$ cat src/inc/usb_srr_defines.svh
// offsets, field positions, reset values and timing counts of the suspend/resume/reset block
`ifndef USB_SRR_DEFINES_SVH
`define USB_SRR_DEFINES_SVH

// register byte offsets
`define OFS_INT_STAT   8'h00
`define OFS_INT_EN     8'h04
`define OFS_ERR_STAT   8'h08
`define OFS_ERR_EN     8'h0c
`define OFS_XFER_STAT  8'h10
`define OFS_CTRL0      8'h14
`define OFS_ADDR       8'h18
`define OFS_EP_EN      8'h1c
`define OFS_FRAME_LO   8'h20
`define OFS_FRAME_HI   8'h24

// interrupt status bits
`define INT_BUS_RESET  0
`define INT_ERROR      1
`define INT_FRAME      2
`define INT_TOKEN      3
`define INT_SLEEP      4
`define INT_RESUME     5
`define INT_STALL      6

// error status bits
`define ERR_PID        0
`define ERR_CRC5       1
`define ERR_CRC16      2

// control-zero bits
`define CTL_PULLUP     0
`define CTL_XCVR       1
`define CTL_LP_EN      2
`define CTL_LP_FLAG    3
`define CTL_REMOTE     4
`define CTL_REGULATOR  5
`define CTL_CLK        6
`define CTL_MOD_RESET  7

// reset values
`define DEF_INT_EN     8'h00
`define DEF_ERR_EN     8'h00
`define DEF_EP_EN      16'h0001
`define DEF_ADDR       7'h00
`define DEF_CTRL0      8'h62

// timing
`define CLK_MHZ        10.0
`define IDLE_SUSPEND_MS 3.0
`define RESUME_K_US    2.5
`define BUS_RESET_US   2.5
`define IDLE_SUSPEND_CYC (int'($ceil(`IDLE_SUSPEND_MS * 1000.0 * `CLK_MHZ)))
`define RESUME_K_CYC   (int'($ceil(`RESUME_K_US * `CLK_MHZ)))
`define BUS_RESET_CYC  (int'($ceil(`BUS_RESET_US * `CLK_MHZ)))

`endif

$ cat src/inc/usb_srr_pkg.sv
// types shared by the suspend/resume/reset block
package usb_srr_pkg;

  // power state, one-hot
  typedef enum logic [1:0] {
    PWR_ACTIVE  = 2'b01,
    PWR_SUSPEND = 2'b10
  } pwr_t;

  // decoded, filtered bus line state
  typedef struct packed {
    logic se0;
    logic j;
    logic k;
  } line_status_t;

endpackage

$ cat src/inc/line_if.sv
// carries filtered line state from the line monitor to the control logic
`timescale 1ns/1ps
interface line_if;
  import usb_srr_pkg::*;
  line_status_t st;
  modport mon (output st);
  modport ctl (input st);
endinterface

$ cat src/usb_line_monitor.sv
// synchronises and decodes the data-plus and data-minus pins
`timescale 1ns/1ps
module usb_line_monitor
  import usb_srr_pkg::*;
(
  // clock and reset
  input  wire logic clk_i,
  input  wire logic rst_i,
  // raw pins
  input  wire logic data_plus_line_i,
  input  wire logic data_minus_line_i,
  // decoded state
  line_if.mon       lines
);

  typedef struct packed {
    logic [2:0] dp_sync;
    logic [2:0] dm_sync;
    logic       dp;
    logic       dm;
  } mon_state_t;

  mon_state_t s_r;
  mon_state_t s_nxt;

  // stage 0 only feeds stage 1; a level counts once stages 1 and 2 agree
  always_comb begin
    s_nxt = s_r;
    s_nxt.dp_sync = {s_r.dp_sync[1:0], data_plus_line_i};
    s_nxt.dm_sync = {s_r.dm_sync[1:0], data_minus_line_i};
    if (s_r.dp_sync[1] == s_r.dp_sync[2]) begin
      s_nxt.dp = s_r.dp_sync[2];
    end
    if (s_r.dm_sync[1] == s_r.dm_sync[2]) begin
      s_nxt.dm = s_r.dm_sync[2];
    end
  end

  // reset to bus idle (J) so no false reset or resume is seen at start
  always_ff @(posedge clk_i) begin
    if (rst_i) begin
      s_r <= '{dp_sync: 3'h7, dm_sync: 3'h0, dp: 1'b1, dm: 1'b0};
    end else begin
      s_r <= s_nxt;
    end
  end

  // full-speed line decode
  assign lines.st.se0 = !s_r.dp && !s_r.dm;
  assign lines.st.j   = s_r.dp && !s_r.dm;
  assign lines.st.k   = !s_r.dp && s_r.dm;

endmodule // usb_line_monitor

$ cat src/usb_suspend_resume_reset.sv
// suspend, resume, bus reset and interrupt status logic with a wishbone register port
//
// Decided for this implementation: the register addresses and register access over Wishbone.
`timescale 1ns/1ps
`include "usb_srr_defines.svh"
module usb_suspend_resume_reset
  import usb_srr_pkg::*;
#(
  parameter int IDLE_CYCLES = `IDLE_SUSPEND_CYC
)(
  // clock and reset
  input  wire logic        clk_i,
  input  wire logic        rst_i,
  // wishbone slave
  input  wire logic        wb_cyc_i,
  input  wire logic        wb_stb_i,
  input  wire logic        wb_we_i,
  input  wire logic [7:0]  wb_adr_i,
  input  wire logic [3:0]  wb_sel_i,
  input  wire logic [31:0] wb_dat_i,
  output logic      [31:0] wb_dat_o,
  output logic             wb_ack_o,
  // usb pins
  input  wire logic        data_plus_line_i,
  input  wire logic        data_minus_line_i,
  output logic             data_plus_line_o,
  output logic             data_minus_line_o,
  output logic             line_oe_n_o,
  output logic             dp_pullup_o,
  // packet engine events
  input  wire logic        sof_token_i,
  input  wire logic [10:0] frame_num_i,
  input  wire logic        token_done_i,
  input  wire logic [7:0]  xfer_stat_i,
  input  wire logic        stall_i,
  input  wire logic [7:0]  err_event_i,
  // power and clock control
  input  wire logic        clock_stopped_lowpower_mode_i,
  output logic             lowpower_wake_o,
  output logic             usb_clk_en_o,
  output logic             regulator_en_o,
  output logic             xcvr_en_o,
  // configuration towards the packet engine
  output logic [6:0]       dev_addr_o,
  output logic [15:0]      ep_enable_o,
  output logic             suspended_o,
  output logic             usb_irq_o
);

  localparam int IW    = $clog2(IDLE_CYCLES + 1);
  localparam int K_CYC = `RESUME_K_CYC;
  localparam int R_CYC = `BUS_RESET_CYC;
  localparam logic [IW-1:0] IDLE_LIM = IW'(IDLE_CYCLES);
  localparam logic [7:0]    K_LIM    = 8'(K_CYC - 1);
  localparam logic [7:0]    R_LIM    = 8'(R_CYC);

  if (IDLE_CYCLES < 2 * R_CYC) begin : g_chk
    $error("IDLE_CYCLES too small to tell idle from bus reset");
  end

  typedef struct packed {
    pwr_t          pwr;
    logic          ack;
    logic [31:0]   rdat;
    logic [7:0]    int_stat;
    logic [7:0]    int_en;
    logic [7:0]    err_stat;
    logic [7:0]    err_en;
    logic [7:0]    xfer_stat;
    logic [7:0]    ctrl;
    logic [6:0]    addr;
    logic [15:0]   ep_en;
    logic [10:0]   frame;
    logic [IW-1:0] idle_cnt;
    logic [7:0]    k_cnt;
    logic [7:0]    se0_cnt;
  } state_t;

  localparam state_t DEFAULTS = '{
    pwr:       PWR_ACTIVE,
    ack:       1'b0,
    rdat:      32'h0000_0000,
    int_stat:  8'h00,
    int_en:    `DEF_INT_EN,
    err_stat:  8'h00,
    err_en:    `DEF_ERR_EN,
    xfer_stat: 8'h00,
    ctrl:      `DEF_CTRL0,
    addr:      `DEF_ADDR,
    ep_en:     `DEF_EP_EN,
    frame:     11'h000,
    idle_cnt:  '0,
    k_cnt:     8'h00,
    se0_cnt:   8'h00
  };

  state_t s_r;
  state_t s_nxt;
  line_if lines ();

  usb_line_monitor u_mon (
    .clk_i             (clk_i),
    .rst_i             (rst_i),
    .data_plus_line_i  (data_plus_line_i),
    .data_minus_line_i (data_minus_line_i),
    .lines             (lines.mon)
  );

  // error bit of main status is a live fold of unmasked error flags
  function automatic logic [7:0] int_view(input state_t s);
    logic [7:0] v;
    v = s.int_stat;
    v[`INT_ERROR] = |(s.err_stat & s.err_en);
    v[7] = 1'b0;
    return v;
  endfunction

  // read decode; unmapped offsets read as zero
  function automatic logic [31:0] rd_word(input state_t s, input logic [7:0] a);
    logic [31:0] d;
    d = 32'h0000_0000;
    unique case (a)
      `OFS_INT_STAT:  d[7:0]  = int_view(s);
      `OFS_INT_EN:    d[7:0]  = s.int_en;
      `OFS_ERR_STAT:  d[7:0]  = s.err_stat;
      `OFS_ERR_EN:    d[7:0]  = s.err_en;
      `OFS_XFER_STAT: d[7:0]  = s.xfer_stat;
      `OFS_CTRL0:     d[7:0]  = s.ctrl;
      `OFS_ADDR:      d[6:0]  = s.addr;
      `OFS_EP_EN:     d[15:0] = s.ep_en;
      `OFS_FRAME_LO:  d[7:0]  = s.frame[7:0];
      `OFS_FRAME_HI:  d[2:0]  = s.frame[10:8];
      default:        d       = 32'h0000_0000;
    endcase
    return d;
  endfunction

  logic       wr_go;
  logic       mod_rst_wr;
  logic [7:0] wr_b0;
  logic       idle_hit;
  logic       k_hit;
  logic       se0_hit;
  logic       k_seen;

  // a write lands on the edge where the master samples ack high
  assign wr_go      = wb_cyc_i && wb_stb_i && wb_we_i && s_r.ack;
  assign wr_b0      = wb_sel_i[0] ? wb_dat_i[7:0] : 8'h00;
  assign mod_rst_wr = wr_go && (wb_adr_i == `OFS_CTRL0) && wr_b0[`CTL_MOD_RESET];

  // own upstream K is not taken as host resume
  assign k_seen   = lines.st.k && !s_r.ctrl[`CTL_REMOTE];
  assign idle_hit = lines.st.j && !sof_token_i && (s_r.idle_cnt == IDLE_LIM);
  assign k_hit    = k_seen && (s_r.k_cnt == K_LIM);
  assign se0_hit  = lines.st.se0 && (s_r.se0_cnt == R_LIM);

  always_comb begin
    s_nxt = s_r;

    // bus slave: one wait state, ack drops after one cycle
    s_nxt.ack = wb_cyc_i && wb_stb_i && !s_r.ack;
    if (wb_cyc_i && wb_stb_i && !s_r.ack) begin
      s_nxt.rdat = rd_word(s_r, wb_adr_i);
    end

    // idle timer: any non-J state or frame start restarts it
    if (lines.st.j && !sof_token_i) begin
      if (s_r.idle_cnt != IDLE_LIM) begin
        s_nxt.idle_cnt = s_r.idle_cnt + IW'(1);
      end
    end else begin
      s_nxt.idle_cnt = '0;
    end

    // K and SE0 duration counters saturate at 8'hff, well past their limits
    if (k_seen) begin
      if (s_r.k_cnt != 8'hff) begin
        s_nxt.k_cnt = s_r.k_cnt + 8'h01;
      end
    end else begin
      s_nxt.k_cnt = 8'h00;
    end
    if (lines.st.se0) begin
      if (s_r.se0_cnt != 8'hff) begin
        s_nxt.se0_cnt = s_r.se0_cnt + 8'h01;
      end
    end else begin
      s_nxt.se0_cnt = 8'h00;
    end

    // software writes; flags are write-one-to-clear, applied before the sets
    if (wr_go) begin
      unique case (wb_adr_i)
        `OFS_INT_STAT: s_nxt.int_stat = s_r.int_stat & ~wr_b0;
        `OFS_INT_EN:   s_nxt.int_en = wb_sel_i[0] ? wb_dat_i[7:0] : s_r.int_en;
        `OFS_ERR_STAT: s_nxt.err_stat = s_r.err_stat & ~wr_b0;
        `OFS_ERR_EN:   s_nxt.err_en = wb_sel_i[0] ? wb_dat_i[7:0] : s_r.err_en;
        `OFS_CTRL0: begin
          if (wb_sel_i[0]) begin
            s_nxt.ctrl = {1'b0, wr_b0[6:4], s_r.ctrl[`CTL_LP_FLAG] & ~wr_b0[`CTL_LP_FLAG],
                          wr_b0[2:0]};
          end
        end
        `OFS_ADDR:     s_nxt.addr = wb_sel_i[0] ? wb_dat_i[6:0] : s_r.addr;
        `OFS_EP_EN: begin
          if (wb_sel_i[0]) begin
            s_nxt.ep_en[7:0] = wb_dat_i[7:0];
          end
          if (wb_sel_i[1]) begin
            s_nxt.ep_en[15:8] = wb_dat_i[15:8];
          end
        end
        default: ;
      endcase
    end

    // packet engine events; sets win over a clear in the same cycle
    if (sof_token_i) begin
      s_nxt.int_stat[`INT_FRAME] = 1'b1;
      s_nxt.frame = frame_num_i;
    end
    if (token_done_i) begin
      s_nxt.int_stat[`INT_TOKEN] = 1'b1;
      s_nxt.xfer_stat = xfer_stat_i;
    end
    if (stall_i) begin
      s_nxt.int_stat[`INT_STALL] = 1'b1;
    end
    s_nxt.err_stat = s_nxt.err_stat | err_event_i;

    // power state machine
    unique case (s_r.pwr)
      PWR_ACTIVE: begin
        if (idle_hit) begin
          s_nxt.pwr = PWR_SUSPEND;
          s_nxt.int_stat[`INT_SLEEP] = 1'b1;
        end
      end
      PWR_SUSPEND: begin
        // any armed K counts; a short glitch is left for firmware to judge
        if (s_r.ctrl[`CTL_LP_EN] && k_seen) begin
          s_nxt.ctrl[`CTL_LP_FLAG] = 1'b1;
        end
        if (k_hit) begin
          s_nxt.int_stat[`INT_RESUME] = 1'b1;
          s_nxt.pwr = PWR_ACTIVE;
        end else if (sof_token_i) begin
          s_nxt.pwr = PWR_ACTIVE;
        end
      end
    endcase

    // bus reset: unconfigured, address zero, out of suspend
    if (se0_hit) begin
      s_nxt.int_stat[`INT_BUS_RESET] = 1'b1;
      s_nxt.addr = `DEF_ADDR;
      s_nxt.ep_en = `DEF_EP_EN;
      s_nxt.pwr = PWR_ACTIVE;
      s_nxt.idle_cnt = '0;
    end

    // module reset bit puts everything back to defaults
    if (mod_rst_wr) begin
      s_nxt = DEFAULTS;
    end
  end

  always_ff @(posedge clk_i) begin
    if (rst_i) begin
      s_r <= DEFAULTS;
    end else begin
      s_r <= s_nxt;
    end
  end

  // remote wakeup drives K only while the bit is held and the transceiver is on
  assign line_oe_n_o       = !(s_r.ctrl[`CTL_REMOTE] && s_r.ctrl[`CTL_XCVR]);
  assign data_plus_line_o  = 1'b0;
  assign data_minus_line_o = s_r.ctrl[`CTL_REMOTE];

  // asynchronous wake: raw pins, no clock needed while stopped
  assign lowpower_wake_o = s_r.ctrl[`CTL_LP_EN] && (s_r.pwr == PWR_SUSPEND)
                           && clock_stopped_lowpower_mode_i
                           && !data_plus_line_i && data_minus_line_i;

  assign wb_ack_o       = s_r.ack;
  assign wb_dat_o       = s_r.rdat;
  assign dp_pullup_o    = s_r.ctrl[`CTL_PULLUP];
  assign usb_clk_en_o   = s_r.ctrl[`CTL_CLK] || lowpower_wake_o;
  assign regulator_en_o = s_r.ctrl[`CTL_REGULATOR];
  assign xcvr_en_o      = s_r.ctrl[`CTL_XCVR];
  assign dev_addr_o     = s_r.addr;
  assign ep_enable_o    = s_r.ep_en;
  assign suspended_o    = (s_r.pwr == PWR_SUSPEND);
  assign usb_irq_o      = |(int_view(s_r) & s_r.int_en);
endmodule // usb_suspend_resume_reset
$ cat config.mk
export PLATFORM = sky130hd
export DESIGN_NAME = usb_suspend_resume_reset
export DESIGN_NICKNAME = d
export VERILOG_FILES = /design/src/inc/usb_srr_pkg.sv /design/src/inc/line_if.sv /design/src/usb_line_monitor.sv /design/src/usb_suspend_resume_reset.sv
export VERILOG_INCLUDE_DIRS = /design/src /design/src/inc
export SDC_FILE = /design/constraint.sdc
export NUM_CORES = 1
export LEC_CHECK = 0
export ABC_CLOCK_PERIOD_IN_PS = 2410
export BUFFER_PORTS_ARGS = -buffer_cell sky130_fd_sc_hd__buf_2
export CAP_MARGIN = 20
export CORE_AREA = 2 2 125 127
export CTS_CLUSTER_SIZE = 14
export DETAILED_ROUTE_END_ITERATION = 12
export DIE_AREA = 0 0 127 129
export HOLD_SLACK_MARGIN = 0.03
export PLACE_DENSITY = 0.72
export SLEW_MARGIN = 20
export SYNTH_ARGS = -nofsm -noshare
export SYNTH_HDL_FRONTEND = slang
export SYNTH_SLANG_ARGS = --single-unit
$ cat constraint.sdc
create_clock -name clk_i -period 2.41 [get_ports clk_i]
set_input_delay 0 -clock clk_i [delete_from_list [all_inputs] [get_ports clk_i]]
set_output_delay 0 -clock clk_i [all_outputs]
set_load 0.1 [all_outputs]
==> key figures, run 1 <==
STA
  – Slew HR: 0.5410
  – Sum of negative setup slack: 0 ps
  – Final Critical Period: ~2200 ps
  – Final worst-path cycle share: 0.9154
  – Fin Clk Skew: 5.172 ps
  – RSZ-0062 raised after global routing: no
  – Slew @ Worst Pin: slightly below 700 ps
  – Final setup violation count: 0
  – Hold Fails Final Rpt: 0
  – FMAX: 453.3 MHz
  – Max Transition Viols Final: 0
  – Final WS setup: 203.9 ps

Route
  – Per-cell routed wire length: between 15 and 20 um
  – Vias per cell: about 5.4
  – Initial DRC count: about 420
  – DR WL met2: 8.617 mm
  – Max Used Layer: met4
  – DRC Markers: 0
  – Detail Route Antenna Nets: 0
  – Final WL: about 18 mm
  – Vias: between 5,000 and 6,000
  – Met3 wire length: ~1.2 mm
  – Routed met1 length: between 7 and 8 mm
  – DR pass1 iterations: 5

Yosys
  – Synth Area in Simple Gates: 0.2298
  – Synth Area in Adders: 0.01154
  – Synthesized instance count: between 700 and 800
  – Main synth FF type: dfxtp_1
  – Post-Synth XOR/XNOR Area: 0.02557
  – Complex-gate fraction of the synthesized area: 0.1186
  – Share of flip-flops with an asynchronous set or reset: 0
  – Post-synthesis sequential area ratio: 0.4215
  – Distinct cells, synth: 59
  – Cell accounting for the most synthesized area: dfxtp_1
  – Mux contribution to synthesized area: 0.09517
  – Synth warn: 0
  – Count of flip-flops with a built-in enable after synthesis: 0
  – Synthesized flop and latch total: 137
  – Top area cells in the synthesized netlist: dfxtp_1, mux2i_1, buf_4, nor2_1, nand2_1
  – Post-Syn Area: about 6500 um^2
  – Largest family of logic cells by synthesized area: simple AND/OR/NAND/NOR gates
  – Area share of the leading cell type in the synthesized netlist: 0.4215
  – Avg Inst Size Synth: about 8.7 um^2

Cells and area
  – Layout cells sized above 1: 0.2127
  – Finished layout cell area: 8228 um^2
  – Fillers: 1,310
  – Nets: between 900 and 1,000
  – # diodes: 0
  – Area growth from synthesis to layout: 26.44%
  – Multi-input logic area: 3229 um^2
  – Register area: between 2000 and 3000 um^2

Floorplan
  – Core area: between 10,000 and 15,000 um^2
  – Die area: about 16,000 um^2
  – Height of the die: ~130 um
  – Initial Util: 0.4345
  – # rows: 45
  – I/O Pins: 148
  – Chip width: roughly 130 um

Flow run
  – MaxCap Viol Count: 0

Worst setup path
  – Crit path from: wb_ack_o$_SDFF_PP0_
  – FF-to-FF Start: wb_ack_o$_SDFF_PP0_
  – Worst-path fanout max: 8
  – Crit-path max cell delay: ~570 ps
  – Worst setup path class: reg2reg
  – Crit-path cells: and4_1 > and4_2 > nand2_1 > a21oi_1 > dlygate4sd3_1 > nor2_1
  – Crit-path slowest cell: dlygate4sd3_1
  – CP arrival: 2520 ps
  – Crit path required time: roughly 2700 ps
  – Largest delay share family, worst path: simple AND/OR/NAND/NOR gates
  – Crit path launch type: register
  – CP Buf/Inv Count: 1
  – Worst setup EP type: register

Place
  – Pre-CTS setup slack: slightly above 300 ps
  – Routability cong.: around 0.89
  – Cell Area, Placed: between 6000 and 7000 um^2
  – HPWL Detailed: about 12 mm
  – Buffers added on ports: roughly 110

Power and ir drop
  – Worst vdd ir: 0.0005093 V
  – P_leak: 3.420 nW
  – Pwr/cell area: about 670 nW/um^2
  – Overall power: 5.532 mW

Global routing
  – Vias in the first global route: 5,435
  – Largest net degree at the start of global routing: 68
  – Total gr overflow: 0
  – Initial antenna violation count: 0
  – First-pass GRT wire length: around 28 mm
  – Gr usage total: 0.2184

Worst hold path
  – Hold Path Class: in2reg
  – HP Start: wb_adr_i[6]

Clock network
  – Worst-Skew Late Latency: around 420 ps
  – Htree depth: 4
  – CTS Root Cell: clkbuf_16
  – Setup Fix Bufs, Post-CTS: 0
  – CTS tree: built
  – Num CTS Buffers: 17
  – Clock-pin slew on the worst setup and hold paths: approximately 60 ps
  – Sink Count: 137
  – CTS Buffer Depth: 2

Run status
  – Outcome: finished, final reports clean
[synthesized netlist by cell type (11+ instances only)]
cell type  instances
dfxtp_1          137
nor2_1            97
nand2_1           76
buf_4             57
a21oi_1           56
nand3_1           55
mux2i_1           45
clkbuf_1          18
a22oi_1           17
buf_2             14
inv_1             13
mux2_2            11
[cell families (layout without fill, tap and decap cells)]
group           after synthesis  in the layout
simple gates                304            304
flops                       137            137
compound gates              118            118
buf+inv                     105            239
mux                          58             58
xor+xnor                     19             19
fa+ha+maj                     6              6
other cells                   1             17
[power by group]
group	internal [mW]	switching, mW
Combinational	0.190	0.323
Clock	1.72	0.969
Sequential	2.31	0.0278
Total	4.21	1.32
[worst paths after layout]
kind                               endpoint  slack (ps)  depth (start not counted)
hold / removal     wb_dat_o[6]$_SDFFE_PP0P_          70                          4
setup / recovery         s_r[93]$_SDFF_PP0_         200                          6
hold reg to reg   u_mon.s_nxt[7]$_SDFF_PP1_         450                          1
setup reg to reg         s_r[93]$_SDFF_PP0_         200                          6
[repair_timing]
action | CTS | global route
endpoints found under the hold margin | 85 | 0
hold buffers | 66 | 0
endpoints found under the setup margin | 0 | 2
resized for setup | 0 | 2
[worst reg2reg max path, stage by stage (launching register included)]
cell           delay [ps]
dfxtp_1               350
and4_1                450
and4_2                460
nand2_1                80
a21oi_1               140
dlygate4sd3_1         570
nor2_1                 40
[final cells by class]
| type | instances | area share |
|---|---|---|
| inverter | 13 | 0.006387 |
| sequential | 137 | 0.3333 |
| clock buffer | 18 | 0.05216 |
| tap | 188 | 0.02859 |
| multi-input combinational | 522 | 0.3925 |
| timing repair buffer | 195 | 0.1655 |
| clock inverter | 13 | 0.02159 |
[routing by layer]
metal / global-route usage / up-vias
met4: 0.08727 / 0
met3: 0.04823 / 37
met2: 0.3618 / 249
met1: 0.2785 / 2713
met5: 0 / -
li1: - / 2835
[placed cells by master, fill, tap and decap left out, types with 11 or more instances in the layout]
master and instances:
nand3_1 55, a21oi_1 56, mux2i_1 45, dfxtp_1 137
mux2_2 11, a22oi_1 17, clkbuf_16 17, buf_2 112
dlygate4sd3_1 66, inv_1 12, nand2_1 76, nor2_1 97
buf_4 16, conb_1 17
[metrics by stage]
step                std cells  utilization  hold slack, ps
global route             1086       0.5494           110.4
floorplan                 764            -           103.8
global placement          989       0.4642           204.1
finish                   1086       0.5494           72.30
CTS                      1086       0.5489           59.49
detailed placement        989       0.4642           210.6
[sequential cells by signal, indices dropped and copies added, names as in the netlist]
| name | cells |
|---|---|
| data_minus_line_o | 1 |
| ep_enable_o | 16 |
| dev_addr_o | 7 |
| u_mon.s_r | 4 |
| xcvr_en_o | 1 |
| wb_dat_o | 16 |
| u_mon.s_nxt | 4 |
| regulator_en_o | 1 |
| dp_pullup_o | 1 |
| wb_ack_o | 1 |
| s_r | 85 |
No activity file was read; power rests on OpenSTA's default activity.
==> run 2, diff against run 1 <==
--- a/config.mk
+++ b/config.mk
@@ -10,6 +10,7 @@
 export BUFFER_PORTS_ARGS = -buffer_cell sky130_fd_sc_hd__buf_2
 export CAP_MARGIN = 20
 export CORE_AREA = 2 2 125 127
+export CTS_BUF_LIST = sky130_fd_sc_hd__clkbuf_16
 export CTS_CLUSTER_SIZE = 14
 export DETAILED_ROUTE_END_ITERATION = 12
 export DIE_AREA = 0 0 127 129
==> key figures, run 2 (synthesis gave the netlist of run 1 again) <==
Clock network
  – CTS tree: built (unchanged)
  – Worst-Skew Late Latency: 420 ps (about the same)
  – Clock-pin slew on the worst setup and hold paths: 60 ps (about the same)
  – Num CTS Buffers: 17 (unchanged)
  – Htree depth: 4 (unchanged)
  – CTS Root Cell: clkbuf_16 (unchanged)
  – Sink Count: 137 (unchanged)
  – CTS Buffer Depth: 2 (unchanged)

Floorplan
  – # rows: 45 (unchanged)
  – I/O Pins: 148 (unchanged)
  – Height of the die: 129 um (unchanged)
  – Die area: 16,380 um^2 (unchanged)
  – Chip width: 127 um (unchanged)
  – Initial Util: 0.4345 (unchanged)
  – Core area: 14,980 um^2 (unchanged)

STA
  – Hold Fails Final Rpt: 0 (unchanged)
  – Slew HR: 0.5410 (unchanged)
  – Fin Clk Skew: 5.172 ps (unchanged)
  – Min Hold Slack: 72.30 ps (unchanged)
  – FMAX: 453.3 MHz (unchanged)
  – RSZ-0062 raised after global routing: no (unchanged)
  – Final setup violation count: 0 (unchanged)
  – Final Critical Period: 2206 ps (unchanged)
  – Sum of negative setup slack: 0 ps (unchanged)
  – Slew @ Worst Pin: 682.2 ps (unchanged)
  – Max Transition Viols Final: 0 (unchanged)
  – Final worst-path cycle share: 0.9154 (unchanged)

Worst hold path
  – HP Start: wb_adr_i[6] (unchanged)
  – Hold path depth: 4 (unchanged)
  – Worst Hold Path EP: wb_dat_o[6]$_SDFFE_PP0P_ (unchanged)
  – Hold Path Class: in2reg (unchanged)

Place
  – HPWL Detailed: 12.14 mm (unchanged)
  – Routability cong.: 0.8912 (unchanged)
  – Placed cell count: 989 (unchanged)
  – Cell Area, Placed: 6953 um^2 (unchanged)
  – Buffers added on ports: 112 (unchanged)

Cells and area
  – Nets: 974 (unchanged)
  – # diodes: 0 (unchanged)
  – Most frequent cells in the layout: dfxtp_1, buf_2, nor2_1 (unchanged)
  – Final Non-Filler Cells: 1,086 (unchanged)
  – Finished layout cell area: 8228 um^2 (unchanged)
  – Max reg flops: 85 (unchanged)
  – Fillers: 1,310 (unchanged)
  – Layout cells sized above 1: 0.2127 (unchanged)
  – Area growth from synthesis to layout: 26.44% (unchanged)
  – Biggest register: s_r (unchanged)
  – Commonest non-fill, non-tap cell in the layout: dfxtp_1 (unchanged)

Route
  – Detail Route Antenna Nets: 0 (unchanged)
  – DR pass1 iterations: 5 (unchanged)
  – Per-cell routed wire length: 16.46 um (about the same)
  – Final WL: 17.87 mm (about the same)
  – Initial DRC count: 417 (unchanged)
  – DRC Markers: 0 (unchanged)
  – Vias per cell: 5.374 (was 5.372)
  – Vias: 5,836 (was 5,834)

Worst setup path
  – Crit-path cells: and4_1 > and4_2 > nand2_1 > a21oi_1 > dlygate4sd3_1 > nor2_1 (unchanged)
  – Reg2reg end: s_r[93]$_SDFF_PP0_ (unchanged)
  – Crit path launch type: register (unchanged)
  – Worst setup EP type: register (unchanged)
  – FF-to-FF path depth: 6 (unchanged)
  – Worst reg-to-reg setup slack: 200 ps (about the same)
  – Crit-path slowest cell: dlygate4sd3_1 (unchanged)
  – Largest delay share family, worst path: simple AND/OR/NAND/NOR gates (unchanged)
  – Crit path required time: 2720 ps (about the same)
  – Worst setup path class: reg2reg (unchanged)
  – CP arrival: 2520 ps (about the same)
  – Crit-path max cell delay: 570 ps (about the same)
  – CP Buf/Inv Count: 1 (unchanged)
  – FF-to-FF Start: wb_ack_o$_SDFF_PP0_ (unchanged)
  – Worst-path fanout max: 8 (unchanged)

Run status
  – Outcome: finished, final reports clean (unchanged)

Global routing
  – Largest net degree at the start of global routing: 68 (unchanged)
  – Gr usage total: 0.2184 (unchanged)
  – Initial antenna violation count: 0 (unchanged)
  – Total gr overflow: 0 (unchanged)
  – Vias in the first global route: 5,435 (unchanged)
  – First-pass GRT wire length: 27.88 mm (unchanged)

Flow run
  – MaxCap Viol Count: 0 (unchanged)

Power and ir drop
  – Worst vdd ir: 0.0005093 V (about the same)
  – Pwr/cell area: 671.7 nW/um^2 (was 672.3 nW/um^2)
  – P_leak: 3.424 nW (was 3.420 nW)
-- run 2: layout make-up --
| type | instances | area, um^2 | area share |
|---|---|---|---|
| clock inverter | 14 | 181.4 | 0.02205 |
| sequential | 137 | 2743 | 0.3333 |
| inverter | 13 | 52.55 | 0.006387 |
| tap | 188 | 235.2 | 0.02859 |
| timing repair buffer | 195 | 1361 | 0.1655 |
| clock buffer | 17 | 425.4 | 0.05170 |
| multi-input combinational | 522 | 3229 | 0.3925 |
-- run 2: worst max-delay path by stage --
stage / from / end / depth (start not counted)
6_report: wb_ack_o$_SDFF_PP0_ / s_r[93]$_SDFF_PP0_ / 6
5_1_grt: wb_ack_o$_SDFF_PP0_ / s_r[96]$_SDFF_PP0_ / 6
4_1_cts: wb_ack_o$_SDFF_PP0_ / s_r[90]$_SDFF_PP0_ / 6
3_5_place_dp: s_r[16]$_SDFFE_PP0N_ / s_r[146]$_SDFFE_PP1P_ / 7
3_3_place_gp: s_r[16]$_SDFFE_PP0N_ / s_r[146]$_SDFFE_PP1P_ / 7
2_1_floorplan: wb_ack_o$_SDFF_PP0_ / s_r[20]$_SDFFE_PP0N_ / 8
-- run 2: metal layers --
layer	global-route usage	part of all wire	vias up	routed length, um
li1	-	-	2835	-
met1	0.2785	0.43	2715	7602
met2	0.3618	0.48	249	8620
met3	0.04823	0.069	37	1228
met4	0.08727	0.024	0	420
met5	0	0	-	0
-- run 2: power by group --
group          internal (mW)  switching (mW)  leakage, nW
Clock                   1.71           0.969        0.300
Combinational          0.190           0.323         2.01
Sequential              2.31          0.0278         1.11
-- run 2: timing repair --
item,CTS,global route
endpoints found under the hold margin,85,0
buffers inserted,0,0
resized for setup,0,2
endpoints found under the setup margin,0,2
hold buffers,66,0
-- run 2: worst min-delay path, stage by stage --
cell	delay, ps
buf_2	140
nor3_1	110
a31oi_1	140
nor3_1	50
-- run 2: metrics by stage --
step                      setup WS [ps]  total power, mW  utilization
after floorplan                   23.87            2.678            -
after CTS                         166.0            5.555       0.5489
final                             203.9            5.527       0.5494
after detailed placement          303.1            2.792       0.4642
after global routing              84.97            5.705       0.5494
after global placement            340.7            2.789       0.4642
